**config.mk**
```make
export PLATFORM = sky130hd
export DESIGN_NAME = rfmos_regs
export DESIGN_NICKNAME = d
export VERILOG_FILES = /design/src/hw/rfmos_regs.v
export VERILOG_INCLUDE_DIRS = /design/src /design/src/hw
export SDC_FILE = /design/constraint.sdc
export NUM_CORES = 1
export LEC_CHECK = 0
export ABC_AREA = 1
export BUFFER_PORTS_ARGS = -buffer_cell sky130_fd_sc_hd__buf_2
export CELL_PAD_IN_SITES_DETAIL_PLACEMENT = 1
export CELL_PAD_IN_SITES_GLOBAL_PLACEMENT = 2
export CORE_ASPECT_RATIO = 1.4
export CORE_MARGIN = 3
export CORE_UTILIZATION = 31
export CTS_CLUSTER_SIZE = 30
export DETAILED_ROUTE_END_ITERATION = 16
export PLACE_DENSITY = 0.86
export SLEW_MARGIN = 20
export SYNTH_ARGS = -nofsm -noshare
export SYNTH_HDL_FRONTEND = slang
export SYNTH_SLANG_ARGS = --single-unit
```
**constraint.sdc**
```tcl
create_clock -name clock -period 1.97 [get_ports clock]
set_input_delay 0.0985 -clock clock [delete_from_list [all_inputs] [get_ports clock]]
set_output_delay 0.0985 -clock clock [all_outputs]
set_load 0.1 [all_outputs]
```
**src/hw/rfmos_regs.vh**
```
// Constants for the option control registers and the status byte of the modulator serial port
`ifndef RFMOS_REGS_VH
`define RFMOS_REGS_VH

// ----------------------------------------------------------------
// Option register layout and reset values
// ----------------------------------------------------------------
`define RFMOS_OPT_ADR_BIT     15
`define RFMOS_OPT1_RESET      16'h8000
`define RFMOS_OPT2_RESET      16'h8005
`define RFMOS_CLIP_HI_BIT     1
`define RFMOS_CLIP_LO_BIT     0

// ----------------------------------------------------------------
// Clip level codes and video modulation depth in tenths of a percent
// ----------------------------------------------------------------
`define RFMOS_CLIP_900        2'b00
`define RFMOS_CLIP_940        2'b01
`define RFMOS_CLIP_910        2'b10
`define RFMOS_CLIP_925        2'b11
`define RFMOS_DEPTH_900       10'h0_384
`define RFMOS_DEPTH_940       10'h0_3AC
`define RFMOS_DEPTH_910       10'h0_38E
`define RFMOS_DEPTH_925       10'h0_39D

// ----------------------------------------------------------------
// Status byte fields
// ----------------------------------------------------------------
`define RFMOS_STAT_OOR_BIT    0
`define RFMOS_STAT_BAND_BIT   1
`define RFMOS_STAT_DIR_BIT    2

// ----------------------------------------------------------------
// Serial framing
// ----------------------------------------------------------------
`define RFMOS_BITS_PER_BYTE   4'h8
`define RFMOS_READ_BYTES      2'h3
`define RFMOS_IDLE_BYTE       8'hFF
`define RFMOS_BUS_MAX_KHZ     800

`endif

```
**src/hw/rfmos_regs.v**
```verilog
// Serial slave holding the two option control registers and the oscillator status byte
`timescale 1ns/1ps
`include "rfmos_regs.vh"

module rfmos_regs #(
  parameter [6:0] DEV_ADDR     = 7'h50, // Arbitrary bus address
  parameter       OSC_OFF_LEVEL = 1'b0  // Level of control bit 6 that turns the oscillator off
) (
  // Clock and reset
  input  wire        clock,
  input  wire        nrst,
  // Serial bus pins
  input  wire        scl,
  input  wire        sda_in,
  output wire        sda_out,
  output wire        sda_oe_n,
  // Oscillator control and monitor
  input  wire        osc_ctrl_bit,
  input  wire        vco_out_of_range,
  input  wire        vco_too_high,
  input  wire        low_vco_active,
  output reg         osc_disabled,
  // Register contents
  output reg  [15:0] option_control_one,
  output reg  [15:0] option_control_two,
  output reg  [1:0]  clip_level_sel,
  output reg  [9:0]  clip_depth_permille
);

  // ----------------------------------------------------------------
  // States and helpers
  // ----------------------------------------------------------------
  localparam [2:0] ST_IDLE  = 3'd0;
  localparam [2:0] ST_ADDR  = 3'd1;
  localparam [2:0] ST_AACK  = 3'd2;
  localparam [2:0] ST_WRITE = 3'd3;
  localparam [2:0] ST_WACK  = 3'd4;
  localparam [2:0] ST_READ  = 3'd5;
  localparam [2:0] ST_RACK  = 3'd6;

  // Depth of modulation for a clip code
  function [9:0] depth_of;
    input [1:0] code;
    begin
      case (code)
        `RFMOS_CLIP_900: depth_of = `RFMOS_DEPTH_900;
        `RFMOS_CLIP_940: depth_of = `RFMOS_DEPTH_940;
        `RFMOS_CLIP_910: depth_of = `RFMOS_DEPTH_910;
        default:         depth_of = `RFMOS_DEPTH_925;
      endcase
    end
  endfunction

  reg [2:0]  state;
  reg        scl_q;
  reg        sda_q;
  reg [3:0]  bit_cnt;
  reg [7:0]  rx_shift;
  reg [7:0]  tx_shift;
  reg        read_mode;
  reg        drive_low;
  reg        high_phase;
  reg [7:0]  high_byte;
  reg [1:0]  word_idx;
  reg [1:0]  read_idx;
  reg [7:0]  status_q;
  reg [7:0]  next_tx;

  wire scl_rise  = scl & ~scl_q;
  wire scl_fall  = ~scl & scl_q;
  wire start_seen = scl & scl_q & sda_q & ~sda_in;
  wire stop_seen  = scl & scl_q & ~sda_q & sda_in;
  wire byte_full  = (bit_cnt == `RFMOS_BITS_PER_BYTE);
  wire [15:0] rx_word = {high_byte, rx_shift};

  // Open drain: only ever pull low
  assign sda_out  = 1'b0;
  assign sda_oe_n = ~drive_low;

  // ----------------------------------------------------------------
  // Oscillator monitor and outputs
  // ----------------------------------------------------------------
  // Status tracks the monitor every cycle, reserved bits zero
  always @(posedge clock) begin
    if (!nrst) begin
      status_q     <= 8'h00;
      osc_disabled <= 1'b0;
    end else begin
      status_q <= 8'h00;
      status_q[`RFMOS_STAT_OOR_BIT]  <= vco_out_of_range;
      status_q[`RFMOS_STAT_BAND_BIT] <= low_vco_active;
      status_q[`RFMOS_STAT_DIR_BIT]  <= vco_too_high & vco_out_of_range;
      osc_disabled <= (osc_ctrl_bit == OSC_OFF_LEVEL);
    end
  end

  // Clip selection decoded from option register two
  always @(posedge clock) begin
    if (!nrst) begin
      clip_level_sel      <= 2'b00;
      clip_depth_permille <= `RFMOS_DEPTH_900;
    end else begin
      clip_level_sel      <= option_control_two[`RFMOS_CLIP_HI_BIT:`RFMOS_CLIP_LO_BIT];
      clip_depth_permille <= depth_of(option_control_two[`RFMOS_CLIP_HI_BIT:`RFMOS_CLIP_LO_BIT]);
    end
  end

  // Byte returned for each read position
  always @* begin
    case (read_idx)
      2'd0:    next_tx = status_q;
      2'd1:    next_tx = option_control_one[7:0];
      2'd2:    next_tx = option_control_two[7:0];
      default: next_tx = `RFMOS_IDLE_BYTE;
    endcase
  end

  // ----------------------------------------------------------------
  // Serial slave
  // ----------------------------------------------------------------
  // Bus sampled on system clock, ample margin over the fastest SCL
  always @(posedge clock) begin
    if (!nrst) begin
      state              <= ST_IDLE;
      scl_q              <= 1'b1;
      sda_q              <= 1'b1;
      bit_cnt            <= 4'h0;
      rx_shift           <= 8'h00;
      tx_shift           <= 8'h00;
      read_mode          <= 1'b0;
      drive_low          <= 1'b0;
      high_phase         <= 1'b1;
      high_byte          <= 8'h00;
      word_idx           <= 2'd0;
      read_idx           <= 2'd0;
      option_control_one <= `RFMOS_OPT1_RESET;
      option_control_two <= `RFMOS_OPT2_RESET;
    end else begin
      scl_q <= scl;
      sda_q <= sda_in;
      if (start_seen) begin
        state      <= ST_ADDR;
        bit_cnt    <= 4'h0;
        drive_low  <= 1'b0;
        high_phase <= 1'b1;
        word_idx   <= 2'd0;
        read_idx   <= 2'd0;
      end else if (stop_seen) begin
        state     <= ST_IDLE;
        drive_low <= 1'b0;
      end else if (scl_rise) begin
        case (state)
          ST_ADDR, ST_WRITE: begin
            rx_shift <= {rx_shift[6:0], sda_in};
            bit_cnt  <= bit_cnt + 4'h1;
          end
          ST_READ: begin
            bit_cnt <= bit_cnt + 4'h1;
          end
          ST_RACK: begin
            read_mode <= ~sda_in;                // Low means master wants more
          end
          default: begin
          end
        endcase
      end else if (scl_fall) begin
        case (state)
          ST_ADDR: begin
            if (byte_full && rx_shift[7:1] == DEV_ADDR) begin
              state     <= ST_AACK;
              read_mode <= rx_shift[0];
              drive_low <= 1'b1;
            end else if (byte_full) begin
              state <= ST_IDLE;
            end
          end
          ST_AACK: begin
            bit_cnt <= 4'h0;
            if (read_mode) begin
              state     <= ST_READ;
              tx_shift  <= next_tx;
              drive_low <= ~next_tx[7];
              read_idx  <= read_idx + 2'd1;
            end else begin
              state     <= ST_WRITE;
              drive_low <= 1'b0;
            end
          end
          ST_WRITE: begin
            if (byte_full) begin
              state     <= ST_WACK;
              drive_low <= 1'b1;
              bit_cnt   <= 4'h0;
              if (high_phase) begin
                high_byte  <= rx_shift;
                high_phase <= 1'b0;
              end else begin
                high_phase <= 1'b1;
                if (word_idx != 2'd3) begin
                  word_idx <= word_idx + 2'd1;
                end
                // Words without the address bit belong to other registers
                if (rx_word[`RFMOS_OPT_ADR_BIT] && !osc_disabled) begin
                  if (word_idx == 2'd0) begin
                    option_control_one <= rx_word;
                  end else if (word_idx == 2'd1) begin
                    option_control_two <= rx_word;
                  end
                end
              end
            end
          end
          ST_WACK: begin
            state     <= ST_WRITE;
            drive_low <= 1'b0;
          end
          ST_READ: begin
            if (byte_full) begin
              state     <= ST_RACK;
              drive_low <= 1'b0;
            end else begin
              tx_shift  <= {tx_shift[6:0], 1'b0};
              drive_low <= ~tx_shift[6];
            end
          end
          ST_RACK: begin
            bit_cnt <= 4'h0;
            if (read_mode) begin
              state     <= ST_READ;
              tx_shift  <= next_tx;
              drive_low <= ~next_tx[7];
              if (read_idx != `RFMOS_READ_BYTES) begin
                read_idx <= read_idx + 2'd1;
              end
            end else begin
              state     <= ST_IDLE;
              drive_low <= 1'b0;
            end
          end
          default: begin
            state     <= ST_IDLE;
            drive_low <= 1'b0;
          end
        endcase
      end
    end
  end

endmodule

```
== After elaboration in Yosys (flattened, before gate mapping) ==
Cells that the tools add are included.

* Output and inout port bits: 47
* RAM bits: 0
* Latch bits: 0
* Bits of input ports: 8
* Memories: 0
* Bits in registers: 92
* ROM bits: 0

* Reductions and logical operators: 31
* $lt $le $gt $ge: 0
* Divide/modulo/power cells: 0
* Bitwise gates (word level): 22
* Shift operators: 0
* Multiplexer cells: 36
* Multipliers: 0
* Eq/ne operators: 31
* $add $sub $neg: 3

{| class="wikitable"
|+ Operators with widths
! kind !! count
|-
| $reduce_and A7 Y1 || 4
|-
| $pmux W8 S3 || 1
|-
| $ne A2 B2 Y1 const B || 10
|-
| $reduce_and A5 Y1 || 4
|-
| $mux W3 || 6
|-
| $pmux W3 S6 || 1
|-
| $pmux W6 S3 || 1
|-
| $mux W4 || 4
|-
| $mux W1 || 14
|-
| $mux W7 || 2
|-
| $not A1 Y1 || 14
|-
| $pmux W7 S2 || 1
|-
| $reduce_and A10 Y1 || 1
|-
| $reduce_bool A2 Y1 || 5
|-
| $eq A3 B3 Y1 const B || 3
|-
| $reduce_and A9 Y1 || 1
|-
| $and A1 B1 Y1 || 8
|-
| $ne A4 B4 Y1 const B || 2
|-
| $pmux W4 S2 || 1
|-
| $reduce_and A4 Y1 || 2
|-
| $eq A7 B7 Y1 const B || 1
|-
| $eq A2 B1 Y1 const B || 3
|-
| $eq A3 B2 Y1 const B || 2
|-
| $logic_not A2 Y1 || 3
|-
| other kinds (18) || 29
|}

== Depth between registers and ports, before layout ==
* Depth in word-level cells: 8
* Gate-level depth with buffers: 11
* Mapped depth without buffers: 11

== Worst setup path before layout ==
OpenSTA, ideal clock, no wires.

* Kind: register -> register
* From: reg osc_disabled
* To: reg option_control_two[11]
* Data arrival time: 1,743 ps
* Period minus slack after synthesis: 1,808 ps
* Data required time: 1,905 ps
* Slack: 162 ps
* Stages on the path, launching flop included: 8
* Path through: dfxtp_1 -> nor2_1 -> nand4_1 -> nor2_1 -> nand2_1 -> buf_2 -> o21ai_0 -> nor2_1

* Longest elaborated chain between the ends: 3

{| class="wikitable"
|+ Ends and longest elaborated chain
! item !! line !! source
|-
| start, declared || rfmos_regs.v:22 || <nowiki>output reg osc_disabled,</nowiki>
|-
| start signal, assigned || rfmos_regs.v:93 || <nowiki>osc_disabled <= (osc_ctrl_bit == OSC_OFF_LEVEL);</nowiki>
|-
| $logic_not A1 Y1 || rfmos_regs.v:203 || <nowiki>if (rx_word[`RFMOS_OPT_ADR_BIT] && !osc_disabled) begin</nowiki>
|-
| $logic_and A1 B1 Y1 || rfmos_regs.v:203 ||
|-
| $reduce_and A10 Y1 (no source line) || n/a ||
|-
| end signal, assigned || rfmos_regs.v:137 || <nowiki>option_control_two <= `RFMOS_OPT2_RESET;</nowiki>
|-
| end signal, assigned || rfmos_regs.v:207 || <nowiki>option_control_two <= rx_word;</nowiki>
|-
| end, declared || rfmos_regs.v:25 || <nowiki>output reg [15:0] option_control_two,</nowiki>
|}

No other way between the ends.
A chain may end at the register's enable or synchronous reset.

== Final worst setup path ==
* From: in scl
* To: reg option_control_two[14]

* Longest elaborated chain between the ends: 5
* Elaborated cells on any way between the ends: 12
* Classes of those cells: 11 x bitwise; 1 x reduce/logical

{| class="wikitable"
|+ Ends and longest elaborated chain
! item !! line !! source
|-
| start, declared || rfmos_regs.v:13 || <nowiki>input wire scl,</nowiki>
|-
| $and A1 B1 Y1 || rfmos_regs.v:71, rfmos_regs.v:72 ||
|-
| $and A1 B1 Y1, on equally long branches (2 in a row) || rfmos_regs.v:72, rfmos_regs.v:71 ||
|-
| $not A1 Y1 (no source line) || n/a ||
|-
| $reduce_and A10 Y1 (no source line) * || n/a ||
|}

Every way passes the cells marked *; elsewhere a longest branch is shown, timed or not.

==> results.cfg <==
[routing]
remaining_drc_errors = 0
wl_per_cell_um = 15.0
via_per_inst = 4.78
first_pass_iters = 4
ant_nets = 0
drt_wl_total_mm = 11.3
drtIter0Drc = 138
vias = 3604

[worst_setup_path]
reg2reg_depth = 10
worstSetupPathType = in2reg
cp_max_fo = 8
r2r_slack_ps = 240
critPathLaunchType = input pin
cp_slowest_stage_delay_ps = 530
cp.arrival_ps = 2060
cpMaxStageDelayCell = dlygate4sd3_1
critical_path_required_ps = 2200
crit_path_end_kind = flip-flop
cp_common_cell = inv_2
cp_cell_sequence = dlygate4sd3_1, buf_2, inv_2, ha_2, inv_2, nor2_4, nand4_1, nor2_2, nand2_2, buf_12, o21ai_0, nor2_1

[placed_design]
place_hpwl_mm = 8.29
placedInstanceArea_um2 = 4190
gp_congestion = 0.877
port_buffers = 48

[layout]
post-route-util_pct = 38.7
stdcell_area_um2 = 4590
fin_nets = 624
areaGrowthSynthToFinish_pct = 21.3
antenna_cells = 0
n_fill_cell = 1544
drive_above_1_share_pct = 16.5

[clock_tree]
clock_latency_ps = 340
path_clk_slew_ps = 60
cts_made_buffers = 9
cts_buffer_depth = 2
root_buffer = clkbuf_16
cts.sinks = 81
h-tree-depth = 3
tritoncts = yes

[global_route]
grt_remaining_overflow = 0
grt_use_total_pct = 17.2
grt_pass1_vias = 3784
grt_max_degree = 49
grt_pass1_wl_mm = 18.5
antenna_found_initial = 0

[logic_synthesis]
synthDistinctLibCells = 29
synth_seq_cells = 81
syn_area_per_cell_um2 = 6.95
ys_seq_area_share_pct = 42.8
ys.flop_type = dfxtp_1
ys_warn_count = 0
syn_inst = 545
syn-cell-area_um2 = 3790
ys_async_sr_fraction_pct = 0
synth_edf_count = 0

[timing]
finClkSkew_ps = 7.10
min_period_over_period_pct = 92.9
rsz0062_at_grt = false
worstMarginPinSlew_ps = 514
finalHoldViolations = 0
slew_headroom_pct = 65.7
final-setup-viol-count = 0
layout_min_cycle_time_ps = 1830
setup_tns_ps = 0
fmax_mhz = 546
timing.hold.ws_ps = 55.9
slew_viol_final = 0

[power]
max-vdd-ir-drop_mv = 0.336
power_uw = 3610
power.leakage_uw = 0.00220
pwr_density_cell_nw_per_um2 = 786

[floorplan]
initial_core_util_pct = 31.9
die_w_um = 99.4
die_area_um2 = 13600
die_y_um = 137
core_area_um2 = 11900
rows = 47
ios = 55

[run]
max_cap_viol_count = 0

[worst_hold_path]
worstHoldPathCells = 3
hp-class = in2reg

[outcome]
status = complete, no violations
## per-stage QoR
stage	setup slack (ps)	instances
finish	139	754
detailed placement	221	732
CTS	50.1	752
global placement	309	732
floorplan	162	549
global route	8.67	754
## layout make-up
class | count | area, um^2 | share of cell area [%]
tap | 147 | 184 | 4.00
sequential | 81 | 1620 | 35.3
inverter | 65 | 244 | 5.31
multi-input combinational | 379 | 1820 | 39.6
timing repair buffer | 67 | 438 | 9.53
clock inverter | 5 | 57.6 | 1.25
clock buffer | 10 | 229 | 4.98
## cell families (layout without fill, tap and decap cells)
logic type	Yosys count	in the layout	share of synthesized area, %
buffers and inverters	89	147	10.1
AOI/OAI and AO/OA	68	68	9.29
DFF	81	81	42.8
other	2	6	0.198
adders and majority gates	13	13	4.30
and+or+nand+nor	290	290	32.8
xor gates and xnor gates	2	2	0.463
## Yosys cell counts (all sizes together) (6+ instances only)
library cell | instances | area (um^2)
nand2 | 123 | 469
nor2 | 113 | 454
dfxtp | 81 | 1620
inv | 64 | 240
nand3 | 40 | 210
o21ai | 35 | 175
a21oi | 25 | 125
buf | 17 | 114
ha | 13 | 163
clkbuf | 7 | 26.3
nor3 | 6 | 52.6
o22ai | 6 | 37.5
## sequential cells by signal, indices dropped and copies added (netlist names)
name,count
option_control_one,16
option_control_two,16
high_byte,8
rx_shift,8
tx_shift,7
bit_cnt,4
clip_depth_permille,4
state,3
status_q,3
clip_level_sel,2
read_idx,2
word_idx,2
drive_low,1
high_phase,1
osc_disabled,1
read_mode,1
scl_q,1
sda_q,1
## worst paths after layout
check / from / endpoint
hold reg to reg: option_control_two[15]$_SDFFE_PN1P_ / option_control_two[15]$_SDFFE_PN1P_
setup / recovery: scl / option_control_two[14]$_SDFFE_PN0P_
hold / removal: sda_in / sda_q$_SDFF_PN1_
setup reg to reg: bit_cnt[0]$_SDFFE_PP0P_ / option_control_one[4]$_SDFFE_PN0P_
## layer usage
layer | vias to the layer above | wire (um) | global-route usage [%]
li1 | 1804 | - | -
met1 | 1719 | 4590 | 18.6
met2 | 60 | 6040 | 32.2
met3 | 21 | 310 | 3.57
met4 | 0 | 344 | 7.14
met5 | - | 0 | 0
## critical path, delay by kind of cell
kind | cells | cell delay (ps)
compound gates | 1 | 150
simple gates | 5 | 650
fa+ha+maj | 1 | 190
buf+inv | 5 | 960
## power by group
group          switching (uW)  leakage (uW)  internal, uW  total (uW)
clock                     686      0.000131           973        1660
sequential               15.5      0.000656          1660        1670
combinational             218       0.00142          64.4         282
total                     919       0.00220          2690        3610
## placed cells by master (no fill, tap or decap)
master | Yosys | layout
nand2_1 | 120 | 119
nor2_4 | 3 | 4
xnor2_1 | 1 | 1
inv_2 | 3 | 5
buf_4 | 9 | 11
ha_1 | 13 | 12
clkbuf_16 | 0 | 10
clkinv_1 | 1 | 1
o22ai_1 | 6 | 6
clkinv_2 | 0 | 1
clkinvlp_4 | 0 | 3
nor2_2 | 3 | 3
buf_12 | 0 | 2
o21ai_0 | 33 | 23
nand3_2 | 2 | 3
nor3_1 | 4 | 4
nand3b_1 | 4 | 4
o21ai_1 | 2 | 10
a21oi_1 | 25 | 25
dlygate4sd3_1 | 0 | 5
clkbuf_1 | 7 | 1
o21ai_2 | 0 | 2
nand4_1 | 4 | 4
buf_2 | 7 | 48
nand2_2 | 3 | 4
ha_2 | 0 | 1
nand3_1 | 38 | 37
a31oi_1 | 1 | 1
o211ai_1 | 1 | 1
conb_1 | 2 | 6
xor2_1 | 1 | 1
dfxtp_1 | 81 | 81
nor2_1 | 107 | 106
nor3_4 | 2 | 2
inv_1 | 61 | 59
bufinv_16 | 0 | 1
## what timing repair did
| action | CTS | global route |
|---|---|---|
| resized for setup | 0 | 22 |
| setup endpoints to repair | 0 | 33 |
| hold endpoints to repair | 5 | 0 |
| buffers inserted | 0 | 1 |
| hold buffers | 5 | 0 |
Note: power is estimated with default switching activity, not from simulation.
